**config.mk**
```make
export PLATFORM = sky130hd
export DESIGN_NAME = pin_reduced_port_bank
export DESIGN_NICKNAME = d
export VERILOG_FILES = /design/src/port_bank_pkg.sv /design/src/pin_reduced_port_bank.sv /design/src/port_bit_bank.sv
export VERILOG_INCLUDE_DIRS = /design/src
export SDC_FILE = /design/constraint.sdc
export NUM_CORES = 1
export LEC_CHECK = 0
export BUFFER_PORTS_ARGS = -buffer_cell sky130_fd_sc_hd__buf_2
export CAP_MARGIN = 20
export CORE_MARGIN = 4
export CORE_UTILIZATION = 32
export DETAILED_ROUTE_END_ITERATION = 8
export GPL_TIMING_DRIVEN = 0
export PLACE_DENSITY = 0.64
export SLEW_MARGIN = 10
export SYNTH_ARGS = -nofsm -noshare
export SYNTH_HDL_FRONTEND = slang
export SYNTH_SLANG_ARGS = --single-unit
```
**constraint.sdc**
```tcl
create_clock -name i_clk -period 2.14 [get_ports i_clk]
set_clock_uncertainty 0.1 [all_clocks]
set_input_delay 0.107 -clock i_clk [delete_from_list [all_inputs] [get_ports i_clk]]
set_output_delay 0.107 -clock i_clk [all_outputs]
set_load 0.02 [all_outputs]
```
**src/port_bank_defines.svh**
```systemverilog
// Named constants of the reduced-pin port bank: addresses, masks, reset values
`ifndef PORT_BANK_DEFINES_SVH
`define PORT_BANK_DEFINES_SVH

// ----------------------------------------------------------------
// Register addresses on the plain register port
// ----------------------------------------------------------------
`define ADDR_P0_LEVEL 8'h00
`define ADDR_P1_LEVEL 8'h10
`define ADDR_P1_LATCH 8'h11
`define ADDR_P1_DIRECTION 8'h12
`define ADDR_P1_FSEL 8'h13
`define ADDR_P2_LEVEL 8'h20
`define ADDR_P2_LATCH 8'h21
`define ADDR_P2_DIRECTION 8'h22
`define ADDR_P2_FSEL 8'h23
`define ADDR_P3_LATCH 8'h30
`define ADDR_P3_DRIVE 8'h31
`define ADDR_ADC_CTRL 8'h40
`define ADDR_ADC_RES_LO 8'h41
`define ADDR_ADC_RES_HI 8'h42
`define ADDR_EMU_STATUS 8'h50
`define ADDR_P6_LEVEL 8'h60
`define ADDR_P6_LATCH 8'h61
`define ADDR_P6_DIRECTION 8'h62
`define ADDR_P6_FSEL 8'h63

// ----------------------------------------------------------------
// Removed pins per port and tied inputs
// ----------------------------------------------------------------
`define P1_REMOVED 8'hf0
`define P2_REMOVED 8'h28
`define P6_REMOVED 8'h0c
`define P0_TIED_LOW 8'h03
`define EMU_PIN_BIT 3'h6

// ----------------------------------------------------------------
// Analog converter fields and values
// ----------------------------------------------------------------
`define ADC_FULL_SCALE 10'h3ff
`define ADC_START_BIT 3
`define ADC_BUSY_BIT 7
`define ADC_LAST_REMOVED_CH 3'h1

// ----------------------------------------------------------------
// Reset values
// ----------------------------------------------------------------
`define RST_LATCH 8'hff
`define RST_DIR 8'hff
`define RST_FSEL 8'h00
`define RST_BYTE 8'h00
`define RST_DRIVE 8'h00

`endif

```
**src/port_bank_pkg.sv**
```systemverilog
// Types shared by the reduced-pin port bank
package port_bank_pkg;
   // Converter sequencing states
   typedef enum logic {ADC_IDLE, ADC_CONVERT} adc_state_t;
   // One byte of port data
   typedef logic [7:0] port_byte_t;
endpackage

```
**src/pin_reduced_port_bank.sv**
```systemverilog
// Port bank of the reduced-pin controller with register port, converter and emulation strap
`timescale 1ns/10ps
`include "port_bank_defines.svh"

module pin_reduced_port_bank #(
   parameter int CONV_CYCLES = 16
) (
   input wire logic i_clk,
   input wire logic i_srst,
   input wire logic [7:0] i_addr,
   input wire logic [7:0] i_wdata,
   input wire logic i_wr,
   input wire logic i_rd,
   output logic [7:0] o_rdata,
   input wire logic [7:0] i_p0_pin,
   input wire logic [7:0] i_port_one_pin_level,
   input wire logic [7:0] i_p1_periph,
   output logic [7:0] o_p1_out,
   output logic [7:0] o_p1_oe,
   output logic o_p1_pullup_en,
   input wire logic [7:0] i_port_two_pin_level,
   input wire logic [7:0] i_p2_periph,
   output logic [7:0] o_p2_out,
   output logic [7:0] o_p2_oe,
   output logic o_p2_pullup_en,
   input wire logic [7:0] i_port_six_pin_level,
   input wire logic [7:0] i_p6_periph,
   output logic [7:0] o_p6_out,
   output logic [7:0] o_p6_oe,
   output logic o_p6_pullup_en,
   input wire logic i_bus_active,
   input wire logic i_bus_read,
   input wire logic [7:0] i_bus_addr_data,
   output logic [7:0] o_p3_out,
   output logic [7:0] o_p3_oe,
   input wire logic [9:0] i_analog_code,
   output logic o_adc_busy,
   output logic o_on_circuit_emulation_mode_mode
);
   // ----------------------------------------------------------------
   // Address decode
   // ----------------------------------------------------------------
   // Address match helper, used for every write strobe and in the assertions
   function automatic logic hit(input logic [7:0] a, input logic [7:0] target);
      hit = (a == target);
   endfunction

   localparam logic [7:0] CONV_LAST = 8'(CONV_CYCLES - 1); // Final count of a conversion

   // Write strobes per register
   wire wr_p1_latch = i_wr && hit(i_addr, `ADDR_P1_LATCH);
   wire wr_p1_direction = i_wr && hit(i_addr, `ADDR_P1_DIRECTION);
   wire wr_p1_fsel = i_wr && hit(i_addr, `ADDR_P1_FSEL);
   wire wr_p2_latch = i_wr && hit(i_addr, `ADDR_P2_LATCH);
   wire wr_p2_direction = i_wr && hit(i_addr, `ADDR_P2_DIRECTION);
   wire wr_p2_fsel = i_wr && hit(i_addr, `ADDR_P2_FSEL);
   wire wr_p6_latch = i_wr && hit(i_addr, `ADDR_P6_LATCH);
   wire wr_p6_direction = i_wr && hit(i_addr, `ADDR_P6_DIRECTION);
   wire wr_p6_fsel = i_wr && hit(i_addr, `ADDR_P6_FSEL);
   wire wr_p3_latch = i_wr && hit(i_addr, `ADDR_P3_LATCH);
   wire wr_p3_drive = i_wr && hit(i_addr, `ADDR_P3_DRIVE);
   wire wr_adc_ctrl = i_wr && hit(i_addr, `ADDR_ADC_CTRL);

   // ----------------------------------------------------------------
   // Port banks with removed pins
   // ----------------------------------------------------------------
   // Read views from each bank
   logic [7:0] p1_level, p1_latch, p1_direction, p1_fsel;
   logic [7:0] p2_level, p2_latch, p2_direction, p2_fsel;
   logic [7:0] p6_level, p6_latch, p6_direction, p6_fsel;

   // Port one, upper nibble removed
   port_bit_bank #(.REMOVED(`P1_REMOVED)) u_port_one (
      .i_clk(i_clk),
      .i_srst(i_srst),
      .i_wr_latch(wr_p1_latch),
      .i_wr_dir(wr_p1_direction),
      .i_wr_fsel(wr_p1_fsel),
      .i_wdata(i_wdata),
      .i_pin(i_port_one_pin_level),
      .i_periph(i_p1_periph),
      .o_level(p1_level),
      .o_latch(p1_latch),
      .o_dir(p1_direction),
      .o_fsel(p1_fsel),
      .o_pin_out(o_p1_out),
      .o_pin_oe(o_p1_oe),
      .o_pullup_en(o_p1_pullup_en)
   );

   // Port two, bits 3 and 5 removed
   port_bit_bank #(.REMOVED(`P2_REMOVED)) u_port_two (
      .i_clk(i_clk),
      .i_srst(i_srst),
      .i_wr_latch(wr_p2_latch),
      .i_wr_dir(wr_p2_direction),
      .i_wr_fsel(wr_p2_fsel),
      .i_wdata(i_wdata),
      .i_pin(i_port_two_pin_level),
      .i_periph(i_p2_periph),
      .o_level(p2_level),
      .o_latch(p2_latch),
      .o_dir(p2_direction),
      .o_fsel(p2_fsel),
      .o_pin_out(o_p2_out),
      .o_pin_oe(o_p2_oe),
      .o_pullup_en(o_p2_pullup_en)
   );

   // Port six, bits 2 and 3 removed
   port_bit_bank #(.REMOVED(`P6_REMOVED)) u_port_six (
      .i_clk(i_clk),
      .i_srst(i_srst),
      .i_wr_latch(wr_p6_latch),
      .i_wr_dir(wr_p6_direction),
      .i_wr_fsel(wr_p6_fsel),
      .i_wdata(i_wdata),
      .i_pin(i_port_six_pin_level),
      .i_periph(i_p6_periph),
      .o_level(p6_level),
      .o_latch(p6_latch),
      .o_dir(p6_direction),
      .o_fsel(p6_fsel),
      .o_pin_out(o_p6_out),
      .o_pin_oe(o_p6_oe),
      .o_pullup_en(o_p6_pullup_en)
   );

   // ----------------------------------------------------------------
   // Analog port digital view
   // ----------------------------------------------------------------
   // Removed analog pins read low
   wire [7:0] p0_level = i_p0_pin & ~`P0_TIED_LOW;

   // ----------------------------------------------------------------
   // Shared address/data port three
   // ----------------------------------------------------------------
   logic [7:0] p3_latch_reg; // Low-speed output latch
   logic [7:0] p3_drive_reg; // 1 = push-pull per bit, 0 = open drain

   // Latch and drive type writes
   always_ff @(posedge i_clk) begin
      if (i_srst) begin
         p3_latch_reg <= `RST_LATCH;
         p3_drive_reg <= `RST_DRIVE;
      end else begin
         if (wr_p3_latch) p3_latch_reg <= i_wdata;
         if (wr_p3_drive) p3_drive_reg <= i_wdata;
      end
   end

   // Drive selection: bus read releases, bus write drives, else low-speed use
   wire [7:0] low_speed_io_oe = p3_drive_reg | ~p3_latch_reg;
   wire [7:0] low_speed_io_out = p3_latch_reg & p3_drive_reg;
   wire [7:0] p3_oe_next = i_bus_read ? 8'h00 : (i_bus_active ? 8'hff : low_speed_io_oe);
   wire [7:0] p3_out_next = i_bus_active ? i_bus_addr_data : low_speed_io_out;

   // Registered port three drive
   always_ff @(posedge i_clk) begin
      if (i_srst) begin
         o_p3_out <= 8'h00;
         o_p3_oe <= 8'h00;
      end else begin
         o_p3_out <= p3_out_next;
         o_p3_oe <= p3_oe_next;
      end
   end

   // ----------------------------------------------------------------
   // Analog converter sequencing
   // ----------------------------------------------------------------
   port_bank_pkg::adc_state_t adc_state_reg; // Converter state
   logic [2:0] adc_ch_reg; // Channel of the running conversion
   logic [7:0] adc_cnt_reg; // Cycles spent converting
   logic [9:0] adc_result_reg; // Last completed result

   wire adc_start = wr_adc_ctrl && i_wdata[`ADC_START_BIT];
   wire adc_removed_ch = (adc_ch_reg <= `ADC_LAST_REMOVED_CH);
   wire adc_done = (adc_state_reg == port_bank_pkg::ADC_CONVERT) && (adc_cnt_reg == CONV_LAST);
   wire [9:0] adc_value = adc_removed_ch ? `ADC_FULL_SCALE : i_analog_code;

   // Conversion state machine
   always_ff @(posedge i_clk) begin
      if (i_srst) begin
         adc_state_reg <= port_bank_pkg::ADC_IDLE;
         adc_ch_reg <= 3'h0;
         adc_cnt_reg <= 8'h00;
         adc_result_reg <= 10'h000;
         o_adc_busy <= 1'b0;
      end else begin
         case (adc_state_reg)
            port_bank_pkg::ADC_IDLE: begin
               // Start only when idle
               if (adc_start) begin
                  adc_ch_reg <= i_wdata[2:0];
                  adc_cnt_reg <= 8'h00;
                  adc_state_reg <= port_bank_pkg::ADC_CONVERT;
                  o_adc_busy <= 1'b1;
               end
            end
            port_bank_pkg::ADC_CONVERT: begin
               // Count out the conversion, then store the code
               if (adc_done) begin
                  adc_result_reg <= adc_value;
                  adc_state_reg <= port_bank_pkg::ADC_IDLE;
                  o_adc_busy <= 1'b0;
               end else begin
                  adc_cnt_reg <= adc_cnt_reg + 8'h01;
               end
            end
            default: begin
               adc_state_reg <= port_bank_pkg::ADC_IDLE;
               o_adc_busy <= 1'b0;
            end
         endcase
      end
   end

   // ----------------------------------------------------------------
   // Emulation mode strap
   // ----------------------------------------------------------------
   logic srst_d_reg; // Reset seen one edge earlier
   wire reset_release = srst_d_reg && !i_srst;

   // Strap caught at the first edge after reset release
   always_ff @(posedge i_clk) begin
      srst_d_reg <= i_srst;
      if (i_srst) begin
         o_on_circuit_emulation_mode_mode <= 1'b0;
      end else if (reset_release) begin
         o_on_circuit_emulation_mode_mode <= ~i_port_two_pin_level[`EMU_PIN_BIT];
      end
   end

   // ----------------------------------------------------------------
   // Read data path
   // ----------------------------------------------------------------
   logic [7:0] rd_mux; // Selected read value
   wire [7:0] adc_ctrl_view = {o_adc_busy, 4'h0, adc_ch_reg};

   // Read selection, unmapped reads return zero
   always_comb begin
      case (i_addr)
         `ADDR_P0_LEVEL: rd_mux = p0_level;
         `ADDR_P1_LEVEL: rd_mux = p1_level;
         `ADDR_P1_LATCH: rd_mux = p1_latch;
         `ADDR_P1_DIRECTION: rd_mux = p1_direction;
         `ADDR_P1_FSEL: rd_mux = p1_fsel;
         `ADDR_P2_LEVEL: rd_mux = p2_level;
         `ADDR_P2_LATCH: rd_mux = p2_latch;
         `ADDR_P2_DIRECTION: rd_mux = p2_direction;
         `ADDR_P2_FSEL: rd_mux = p2_fsel;
         `ADDR_P3_LATCH: rd_mux = p3_latch_reg;
         `ADDR_P3_DRIVE: rd_mux = p3_drive_reg;
         `ADDR_ADC_CTRL: rd_mux = adc_ctrl_view;
         `ADDR_ADC_RES_LO: rd_mux = adc_result_reg[7:0];
         `ADDR_ADC_RES_HI: rd_mux = {6'h00, adc_result_reg[9:8]};
         `ADDR_EMU_STATUS: rd_mux = {7'h00, o_on_circuit_emulation_mode_mode};
         `ADDR_P6_LEVEL: rd_mux = p6_level;
         `ADDR_P6_LATCH: rd_mux = p6_latch;
         `ADDR_P6_DIRECTION: rd_mux = p6_direction;
         `ADDR_P6_FSEL: rd_mux = p6_fsel;
         default: rd_mux = `RST_BYTE;
      endcase
   end

   // Read data stands only in the cycle after the strobe
   always_ff @(posedge i_clk) begin
      if (i_srst) begin
         o_rdata <= `RST_BYTE;
      end else begin
         o_rdata <= i_rd ? rd_mux : `RST_BYTE;
      end
   end

   // ----------------------------------------------------------------
   // Assertions
   // ----------------------------------------------------------------
   a_p1_hard_ones: assert property (
      @(posedge i_clk) disable iff (i_srst)
      i_rd && (hit(i_addr, `ADDR_P1_LATCH) || hit(i_addr, `ADDR_P1_DIRECTION)
         || hit(i_addr, `ADDR_P1_LEVEL)) |=> o_rdata[7:4] == 4'hf)
      else $error("port one removed bits not read as one");

   a_p1_fsel_zero: assert property (
      @(posedge i_clk) disable iff (i_srst)
      i_rd && hit(i_addr, `ADDR_P1_FSEL) |=> o_rdata[7:4] == 4'h0)
      else $error("port one removed select bits not zero");

   a_p2_hard_bits: assert property (
      @(posedge i_clk) disable iff (i_srst)
      i_rd && (hit(i_addr, `ADDR_P2_LATCH) || hit(i_addr, `ADDR_P2_DIRECTION))
         |=> (o_rdata & `P2_REMOVED) == `P2_REMOVED)
      else $error("port two removed bits not read as one");

   a_p6_fsel_zero: assert property (
      @(posedge i_clk) disable iff (i_srst)
      i_rd && hit(i_addr, `ADDR_P6_FSEL) |=> (o_rdata & `P6_REMOVED) == 8'h00)
      else $error("port six removed select bits not zero");

   a_removed_write_kept: assert property (
      @(posedge i_clk) disable iff (i_srst)
      wr_p6_direction |=> p6_direction == (($past(i_wdata) & ~`P6_REMOVED) | `P6_REMOVED))
      else $error("port six direction write wrong on kept or removed bits");

   a_p0_tied_low: assert property (
      @(posedge i_clk) disable iff (i_srst)
      i_rd && hit(i_addr, `ADDR_P0_LEVEL) |=> o_rdata[1:0] == 2'h0
         && o_rdata[7:2] == $past(i_p0_pin[7:2]))
      else $error("analog port digital view wrong");

   a_adc_full_scale: assert property (
      @(posedge i_clk) disable iff (i_srst)
      adc_start && (i_wdata[2:0] <= `ADC_LAST_REMOVED_CH) && !o_adc_busy
         |-> ##[1:300] (!o_adc_busy && adc_result_reg == `ADC_FULL_SCALE))
      else $error("removed channel did not convert to full scale");

   a_p3_bus_release: assert property (
      @(posedge i_clk) disable iff (i_srst)
      i_bus_read |=> o_p3_oe == 8'h00)
      else $error("port three driven during bus read");

   a_pullup_hold: assert property (
      @(posedge i_clk) disable iff (i_srst)
      o_p2_pullup_en && !wr_p2_fsel |=> o_p2_pullup_en)
      else $error("pull-up dropped without select write");

   a_pullup_release: assert property (
      @(posedge i_clk) disable iff (i_srst)
      wr_p1_fsel |=> !o_p1_pullup_en ##1 !o_p1_pullup_en)
      else $error("pull-up still on after select write");

   a_on_circuit_emulation_mode_entry: assert property (
      @(posedge i_clk)
      reset_release |=> o_on_circuit_emulation_mode_mode == !$past(i_port_two_pin_level[6]))
      else $error("emulation strap not taken at reset release");

   a_on_circuit_emulation_mode_stable: assert property (
      @(posedge i_clk) disable iff (i_srst)
      !reset_release |=> $stable(o_on_circuit_emulation_mode_mode))
      else $error("emulation mode changed outside reset release");
endmodule

```
**src/port_bit_bank.sv**
```systemverilog
// One 8-bit port: latch, direction, function select, with removed pins hardwired
`timescale 1ns/10ps
`include "port_bank_defines.svh"

module port_bit_bank #(
   parameter logic [7:0] REMOVED = 8'h00
) (
   input wire logic i_clk,
   input wire logic i_srst,
   input wire logic i_wr_latch,
   input wire logic i_wr_dir,
   input wire logic i_wr_fsel,
   input wire logic [7:0] i_wdata,
   input wire logic [7:0] i_pin,
   input wire logic [7:0] i_periph,
   output logic [7:0] o_level,
   output logic [7:0] o_latch,
   output logic [7:0] o_dir,
   output logic [7:0] o_fsel,
   output logic [7:0] o_pin_out,
   output logic [7:0] o_pin_oe,
   output logic o_pullup_en
);
   // ----------------------------------------------------------------
   // Per-bit storage; removed bits have no latch, direction or select flops
   // ----------------------------------------------------------------
   // Reset values taken bit by bit
   localparam logic [7:0] LATCH_INIT = `RST_LATCH;
   localparam logic [7:0] DIR_INIT = `RST_DIR;
   localparam logic [7:0] FSEL_INIT = `RST_FSEL;
   genvar b;
   generate
      for (b = 0; b < 8; b = b + 1) begin : g_bit
         if (REMOVED[b]) begin : g_gone
            // Hardwired read values, writes land nowhere
            assign o_level[b] = 1'b1;
            assign o_latch[b] = 1'b1;
            assign o_dir[b] = 1'b1;
            assign o_fsel[b] = 1'b0;
         end else begin : g_kept
            logic latch_reg;
            logic dir_reg;
            logic fsel_reg;
            // Live pin level
            assign o_level[b] = i_pin[b];
            assign o_latch[b] = latch_reg;
            assign o_dir[b] = dir_reg;
            assign o_fsel[b] = fsel_reg;
            // Software writes to the kept bit
            always_ff @(posedge i_clk) begin
               if (i_srst) begin
                  latch_reg <= LATCH_INIT[b];
                  dir_reg <= DIR_INIT[b];
                  fsel_reg <= FSEL_INIT[b];
               end else begin
                  if (i_wr_latch) latch_reg <= i_wdata[b];
                  if (i_wr_dir) dir_reg <= i_wdata[b];
                  if (i_wr_fsel) fsel_reg <= i_wdata[b];
               end
            end
         end
      end
   endgenerate

   // ----------------------------------------------------------------
   // Pin drive: direction 0 drives, function select picks peripheral
   // ----------------------------------------------------------------
   wire [7:0] out_next = ((o_fsel & i_periph) | (~o_fsel & o_latch)) & ~REMOVED;
   wire [7:0] oe_next = ~o_dir & ~REMOVED;

   // Registered pin drive and weak pull-up flag
   always_ff @(posedge i_clk) begin
      if (i_srst) begin
         o_pin_out <= 8'h00;
         o_pin_oe <= 8'h00;
         o_pullup_en <= 1'b1;
      end else begin
         o_pin_out <= out_next;
         o_pin_oe <= oe_next;
         if (i_wr_fsel) o_pullup_en <= 1'b0;
      end
   end
endmodule

```
==> impl_metrics.ini, run 1 <==
[placed_design]
placed_area_mm2 = 0.00740
dp_cells = 1164
routabilityCongestion = 0.985
dpl.hpwl_mm = 17.6
io_buffer_count = 136

[grt]
grt_pass1_vias = 6239
track_usage_pct = 21.5
grt_pass1_wl_mm = 36.1
grt_max_degree = 17
antenna_found_initial = 0
gr-total-overflow = 0

[hold_path]
min_to = o_rdata[5]
whs_path_depth = 3
hold_class = input pin to flip-flop
min_from = i_p0_pin[5]

[synthesis]
synth-seq-area-share_pct = 46.8
ys_ff_latch = 148
synth_edf_count = 0
yosys_warnings = 0
synth_cells = 748
async_flop_share_pct = 0
synth-xor-area-share_pct = 0.277
synth_top_family_by_area = simple AND/OR/NAND/NOR gates
yosys.area_share.simple_pct = 24.1
avgSynthCellArea_um2 = 8.47
muxShareOfSynthArea_pct = 6.54
synth_area_mm2 = 0.00633
synth_fa_ha_area_share_pct = 0.198
synth_flop_cell = dfxtp_1
ys_types = 59
synth-compound-area-share_pct = 16.4

[route]
drc = 0
via_per_inst = 5.08
met1_length_mm = 10.4
drt-wirelength-per-cell_um = 19.3
met2_length_mm = 10.9
dr_wl_met3_mm = 1.85
ant_nets = 0
drtIter0Drc = 552
wirelength_mm = 24.0
drt-pass1-iter-count = 5
routed.top_layer = met4
vias = 6317

[floorplanning]
core_mm2 = 0.0195
ioPinCount = 173
die_area_mm2 = 0.0221
die_height_um = 149
start_util_pct = 32.5
rows = 51
die_x_um = 149

[cells_and_area]
syn2layout_area_growth_pct = 34.7
layout.nets = 1062
n_fill_cell = 1978
largest_reg_flops = 10
fin_cells = 1243
final_area_mm2 = 0.00854
fin_util_pct = 43.9
layout-drive-gt1-share_pct = 21.6
layout_commonest_cell = dfxtp_1
num_antenna_cells = 0
layout.cells.most_common_list = dfxtp_1 (148), nor2_1 (143), buf_2 (143), a21oi_1 (58), nand2_1 (56)

[timing]
finalHoldViolations = 0
slew_viol_final = 0
rsz0062_at_grt = no
timing.hold.ws_ps = 24.0
worstMarginPinSlew_ps = 994
slew_headroom_pct = 33.5
post-route-min-period_ps = 2080
fmax_mhz = 481
min_period_over_period_pct = 97.1
report.final.setup_viol = 0

[worst_setup_path]
worstPathMaxFanout = 10
r2r_slack_ps = 190
critPathArrivalTime_ps = 2250
critPathLaunchType = input pin
reg2reg_depth = 4
worstSetupEndpointType = flip-flop
path_class = input pin to flip-flop
critical_path_required_ps = 2310
rr_endpoint = adc_result_reg[4]
reg2reg_from = adc_cnt_reg[4]

[cts]
clock_path_buffers = 2
htree_levels = 4
cts_tree = yes
clock_sinks = 148
clk_pin_slew_ps = 60
cts-root-buf = clkbuf_16
cts_buffers = 17
insertion_delay_ps = 430

[pwr]
totalPowerFinal_uw = 6600
p_leak_uw = 0.00344
p_per_area_mw_per_mm2 = 773
vdd_ir_drop_max_mv = 0.498

[outcome]
status = finished, final reports clean

[flow_run]
maxCapViolCount = 0
layer usage:
layer	global-route usage, %	up-vias
met5	0	-
met4	9.52	0
met3	5.45	47
met2	34.0	276
met1	27.9	2948
li1	-	3046
synthesized netlist by cell type (all sizes together) (7+ instances only):
cell / n / area share (%)
a211o: 34 / 4.7
a21oi: 58 / 4.6
a22oi: 11 / 1.3
a31oi: 7 / 0.69
buf: 25 / 2.5
clkbuf: 43 / 2.5
dfxtp: 148 / 47
inv: 9 / 0.53
mux2: 9 / 1.6
mux2i: 29 / 4.6
nand2: 56 / 3.3
nand3: 35 / 2.8
nand3b: 12 / 1.4
nor2: 144 / 8.6
nor2b: 8 / 0.79
nor3: 29 / 2.4
o21ai: 15 / 1.2
logic make-up (layout without fill, tap and decap cells):
logic type / Yosys count / in the layout
AOI/OAI and AO/OA: 156 / 156
xor gates and xnor gates: 2 / 2
adders and majority gates: 1 / 1
buffers and inverters: 77 / 292
DFF: 148 / 148
muxes: 39 / 39
other: 1 / 16
and+or+nand+nor: 324 / 324
area by class of cell:
cell class / instances / area [um2] / area share, %
Inverter: 9 / 33.8 / 0.396
Multi-Input combinational cell: 538 / 3100 / 36.4
Clock inverter: 12 / 179 / 2.10
Timing Repair Buffer: 185 / 1170 / 13.7
Buffer: 66 / 319 / 3.74
Clock buffer: 20 / 437 / 5.12
Sequential cell: 148 / 2960 / 34.7
Tap cell: 265 / 332 / 3.88
repair_timing:
item / 4_1_cts / 5_1_grt
hold endpoints to repair: 61 / 0
hold buffers: 48 / 0
pin swaps: 0 / 1
resized for setup: 5 / 6
setup endpoints to repair: 12 / 26
buffers inserted: 0 / 1
stage by stage:
step                setup TNS [ps]  worst slack [ps]
detailed placement          -18610              -695
global route                     0              8.46
floorplan                        0               263
CTS                              0              17.9
finish                           0              62.3
global placement            -19970              -761
where the power goes:
group	switching (uW)	leakage, uW	internal (uW)	total, uW
sequential	11.1	0.00120	2790	2800
clock	1230	0.000291	1960	3180
combinational	376	0.00194	238	614
total	1610	0.00344	4980	6600
critical path, stage by stage:
cell and delay [ps]:
buf_2 160, clkbuf_1 490, buf_1 450, a21oi_1 130, a2111oi_1 660, a31oi_1 230
worst max path at each step:
stage	startpoint	endpoint	slack (ps)	cells past startpoint
after floorplan	adc_cnt_reg[4]	adc_result_reg[1]	260	5
after global placement	i_addr[0]	o_rdata[4]	-760	7
after detailed placement	i_addr[0]	o_rdata[4]	-690	7
after CTS	adc_cnt_reg[4]	adc_result_reg[4]	20	5
after global routing	i_addr[3]	p3_latch_reg[0]	8	6
final	i_addr[1]	o_rdata[4]	60	6
No activity file was read; power rests on OpenSTA's default activity.
==> inputs of run 2 (changes only) <==
--- a/config.mk
+++ b/config.mk
@@ -6,7 +6,7 @@
 export SDC_FILE = /design/constraint.sdc
 export NUM_CORES = 1
 export LEC_CHECK = 0
-export BUFFER_PORTS_ARGS = -buffer_cell sky130_fd_sc_hd__buf_2
+export BUFFER_PORTS_ARGS = -buffer_cell sky130_fd_sc_hd__buf_4
 export CAP_MARGIN = 20
 export CORE_MARGIN = 4
 export CORE_UTILIZATION = 32
==> impl_metrics.ini, run 2 (same netlist as run 1, synthesis figures left out) <==
[route]
drtIter0Drc = 529
wirelength_mm = 23.8
drt-wirelength-per-cell_um = 19.1
drt-pass1-iter-count = 6
vias = 6298
drc = 0
ant_nets = 0
via_per_inst = 5.06

[floorplanning]
ioPinCount = 173
die_x_um = 149
start_util_pct = 32.5
core_mm2 = 0.0195
die_height_um = 149
rows = 51
die_area_mm2 = 0.0221

[cells_and_area]
largest_reg_flops = 10
layout-drive-gt1-share_pct = 22.0
n_fill_cell = 1934
layout.cells.most_common_list = buf_4 (153), dfxtp_1 (148), nor2_1 (143), a21oi_1 (58), nand2_1 (56)
layout_commonest_cell = buf_4
num_antenna_cells = 0
final_area_mm2 = 0.00884
fin_util_pct = 45.4
layout.nets = 1063
syn2layout_area_growth_pct = 39.6

[pwr]
intPower_uw = 4830
p_comb_share_pct = 10.5
p_sw_uw = 1570
vdd_ir_drop_max_mv = 0.539
switching_share_pct = 24.5
seq_power_share_pct = 43.8
p_leak_uw = 0.00351
p_per_area_mw_per_mm2 = 724
clkPwrFrac_pct = 45.8

[worst_setup_path]
critPathArrivalTime_ps = 2240
startpoint = adc_cnt_reg[4]
critPathLaunchType = flip-flop
path_class = flip-flop to flip-flop
worstSetupEndpointType = flip-flop
reg2reg_from = adc_cnt_reg[4]
worstPathMaxFanout = 10
critical_path_required_ps = 2320

[timing]
report.final.setup_viol = 0
min_period_over_period_pct = 96.2
slew_headroom_pct = 31.2
slew_viol_final = 0
finalHoldViolations = 0
timing.hold.ws_ps = 13.5
fin_tns_setup_ps = 0
rsz0062_at_grt = no
worstMarginPinSlew_ps = 1030
post-route-min-period_ps = 2060
fmax_mhz = 486

[hold_path]
hold_class = input pin to flip-flop
min_from = i_p0_pin[5]

[placed_design]
io_buffer_count = 136
placed_area_mm2 = 0.00774
routabilityCongestion = 0.998
dpl.hpwl_mm = 17.9

[grt]
gr-total-overflow = 0
grt_pass1_vias = 6148
grt_max_degree = 17
track_usage_pct = 21.2
grt_pass1_wl_mm = 35.4
antenna_found_initial = 0

[flow_run]
maxCapViolCount = 0

[cts]
clk_pin_slew_ps = 60
cts_buffers = 17
insertion_delay_ps = 420
cts_tree = yes
htree_levels = 4
clock_sinks = 148
cts-root-buf = clkbuf_16
clock_path_buffers = 2

[outcome]
status = finished, final reports clean
-- run 2: cell count changes in the layout (fill, tap and decap cells not counted), moves of 2 or more --
cell,change
buf_2,-136
buf_4,+136
clkinv_4,+3
nor3_1,-3
nor3_2,+3
bufinv_16,-2
clkinv_2,+2
clkinvlp_4,-2
-- run 2: stage by stage --
step                std cells  worst slack (ps)  total power, uW
finish                   1244              81.7             6400
global route             1244              29.1             6610
CTS                      1244              25.3             6420
global placement         1164              -555             3450
detailed placement       1164              -555             3450
floorplan                 763               263             3150
-- run 2: routing by layer --
layer | global-route usage (%) | up-vias | routed length, um
li1 | - | 3048 | -
met1 | 28.5 | 2959 | 10400
met2 | 34.0 | 256 | 11000
met3 | 4.39 | 35 | 1790
met4 | 7.58 | 0 | 558
met5 | 0 | - | 0
-- run 2: power by group through the flow --
stage	Clock (uW)	Sequential, uW	Combinational (uW)
floorplan	0	2900	253
global placement	0	2860	583
detailed placement	0	2860	584
CTS	2960	2800	657
global route	3100	2800	707
finish	2930	2800	669
-- run 2: area by class of cell --
type / count / area, um2 / area share (%)
flip-flops and latches: 148 / 2960 / 33.5
plain buffers: 67 / 324 / 3.66
multi-input cells: 538 / 3110 / 35.1
clock buffers: 20 / 447 / 5.05
well taps: 265 / 332 / 3.75
repair buffers: 185 / 1510 / 17.1
clock inverters: 12 / 131 / 1.49
inverters: 9 / 33.8 / 0.382
-- run 2: path summary, 6_finish.rpt --
check,slack [ps],endpoint,cells after the start
max,80,adc_result_reg[1],5
min,10,o_rdata[5],3
max reg2reg,80,adc_result_reg[1],5
min reg2reg,340,o_on_circuit_emulation_mode_mode,1
-- run 2: critical path: stages, from the launching register on --
cell	delay, ps
dfxtp_1	340
or4_1	610
or3_1	360
buf_2	200
nor3_1	240
nor3_1	60
-- run 2: repair_timing --
| action | in CTS | in global routing |
|---|---|---|
| hold buffers | 48 | 0 |
| endpoints found under the hold margin | 64 | 0 |
| setup endpoints to repair | 13 | 25 |
| pin swaps | 0 | 1 |
| gates resized for setup | 2 | 13 |
| setup buffers | 0 | 1 |
==> inputs of run 3 (changes only) <==
--- a/config.mk
+++ b/config.mk
@@ -13,6 +13,7 @@
 export DETAILED_ROUTE_END_ITERATION = 8
 export GPL_TIMING_DRIVEN = 0
 export PLACE_DENSITY = 0.64
+export RECOVER_POWER = 25
 export SLEW_MARGIN = 10
 export SYNTH_ARGS = -nofsm -noshare
 export SYNTH_HDL_FRONTEND = slang
==> impl_metrics.ini, run 3 (same netlist as run 1, synthesis figures left out) <==
[grt]
antenna_found_initial = 0
grt_pass1_wl_mm = 35.4
grt_max_degree = 17
grt_pass1_vias = 6148
gr-total-overflow = 0
track_usage_pct = 21.2

[route]
drc = 0
routed.top_layer = met4
wirelength_mm = 23.8
ant_nets = 0
drtIter0Drc = 540
met2_length_mm = 10.9
via_per_inst = 5.10
vias = 6348
met1_length_mm = 10.3
dr_wl_met3_mm = 1.92
drt-pass1-iter-count = 5
drt-wirelength-per-cell_um = 19.1

[worst_setup_path]
rr_endpoint = adc_result_reg[1]
worstSetupEndpointType = flip-flop
reg2reg_depth = 5
reg2reg_from = adc_cnt_reg[4]
critical_path_required_ps = 2320
critPathLaunchType = flip-flop
worstPathMaxFanout = 10
path_class = flip-flop to flip-flop
r2r_slack_ps = 100
critPathArrivalTime_ps = 2220

[cells_and_area]
layout-drive-gt1-share_pct = 17.7
num_antenna_cells = 0
syn2layout_area_growth_pct = 37.1
final_area_mm2 = 0.00869
layout.cells.most_common_list = dfxtp_1 (148), nor2_1 (143), buf_4 (110), clkbuf_1 (83), a21oi_1 (58)
layout_commonest_cell = dfxtp_1
layout.nets = 1063
largest_reg_flops = 10

[pwr]
p_per_area_mw_per_mm2 = 734
p_comb_share_pct = 10.2
clkPwrFrac_pct = 45.9
seq_power_share_pct = 43.9
intPower_uw = 4810
switching_share_pct = 24.6
vdd_ir_drop_max_mv = 0.539
totalPowerFinal_uw = 6380
p_leak_uw = 0.00334
p_sw_uw = 1570

[hold_path]
min_to = o_rdata[5]
whs_path_depth = 3
min_from = i_p0_pin[5]
hold_class = input pin to flip-flop

[cts]
clk_pin_slew_ps = 60
clock_sinks = 148
cts-root-buf = clkbuf_16
cts_tree = yes
insertion_delay_ps = 420
htree_levels = 4
cts_buffers = 17
clock_path_buffers = 2

[placed_design]
io_buffer_count = 136
dpl.hpwl_mm = 17.9
routabilityCongestion = 0.998
placed_area_mm2 = 0.00774

[timing]
rsz0062_at_grt = no
slew_viol_final = 0
report.final.setup_viol = 0
fmax_mhz = 489
post-route-min-period_ps = 2040
min_period_over_period_pct = 95.5
finalHoldViolations = 0
slew_headroom_pct = 32.1
worstMarginPinSlew_ps = 1020
fin_tns_setup_ps = 0

[floorplanning]
die_x_um = 149
die_area_mm2 = 0.0221
core_mm2 = 0.0195
start_util_pct = 32.5
die_height_um = 149
rows = 51
ioPinCount = 173

[flow_run]
maxCapViolCount = 0

[outcome]
status = finished, final reports clean
==> run 3: worst max path at each step <==
| stage | startpoint | end | slack, ps |
|---|---|---|---|
| 2_1_floorplan | adc_cnt_reg[4] | adc_result_reg[1] | 260 |
| 3_3_place_gp | i_addr[4] | o_rdata[0] | -560 |
| 3_5_place_dp | i_addr[4] | o_rdata[2] | -550 |
| 4_1_cts | adc_cnt_reg[4] | adc_result_reg[1] | 30 |
| 5_1_grt | adc_cnt_reg[5] | adc_result_reg[6] | 30 |
| 6_report | adc_cnt_reg[4] | adc_result_reg[1] | 100 |
==> run 3: through the flow <==
| stage | cells | utilization [%] | worst slack [ps] | hold WS, ps |
|---|---|---|---|---|
| 2_1_floorplan | 763 | - | 263 | 34.7 |
| 4_1_cts | 1244 | 45.3 | 25.3 | 20.7 |
| 5_1_grt | 1244 | 44.6 | 29.1 | 14.1 |
| 6_report | 1244 | 44.6 | 96.4 | 9.65 |
| 3_5_place_dp | 1164 | 39.8 | -555 | 125 |
| 3_3_place_gp | 1164 | 39.8 | -555 | 124 |
==> run 3: layout make-up <==
| class | count | area (um2) |
|---|---|---|
| plain buffers | 67 | 324 |
| clock buffers | 20 | 447 |
| clock inverters | 12 | 131 |
| fillers | 1996 | 10800 |
| inverters | 9 | 33.8 |
| multi-input cells | 538 | 3110 |
| flip-flops and latches | 148 | 2960 |
| well taps | 265 | 332 |
| repair buffers | 185 | 1350 |
==> run 3: power by group through the flow <==
stage | Sequential (uW) | Clock [uW] | Combinational (uW)
after floorplan | 2900 | 0 | 253
after global placement | 2860 | 0 | 583
after detailed placement | 2860 | 0 | 584
after CTS | 2800 | 2960 | 657
after global routing | 2800 | 3100 | 688
final | 2800 | 2930 | 650
==> run 3: critical path: stages (launching register included) <==
cell and delay (ps):
dfxtp_1 340, or4_1 600, or3_1 360, buf_2 200, nor3_1 230, nor3_1 60
==> run 3: routing by layer <==
metal / up-vias / global-route usage (%)
met5: - / 0
met4: 0 / 7.58
met3: 43 / 4.39
met2: 272 / 34.0
met1: 2985 / 28.5
li1: 3048 / -
==> run 3: repair_timing <==
| item | CTS | global route |
|---|---|---|
| gates cloned | 0 | 0 |
| pin swaps | 0 | 1 |
| buffers inserted | 0 | 1 |
| gates resized for setup | 2 | 13 |
| hold buffers | 48 | 0 |
| endpoints found under the hold margin | 64 | 0 |
| endpoints found under the setup margin | 13 | 25 |
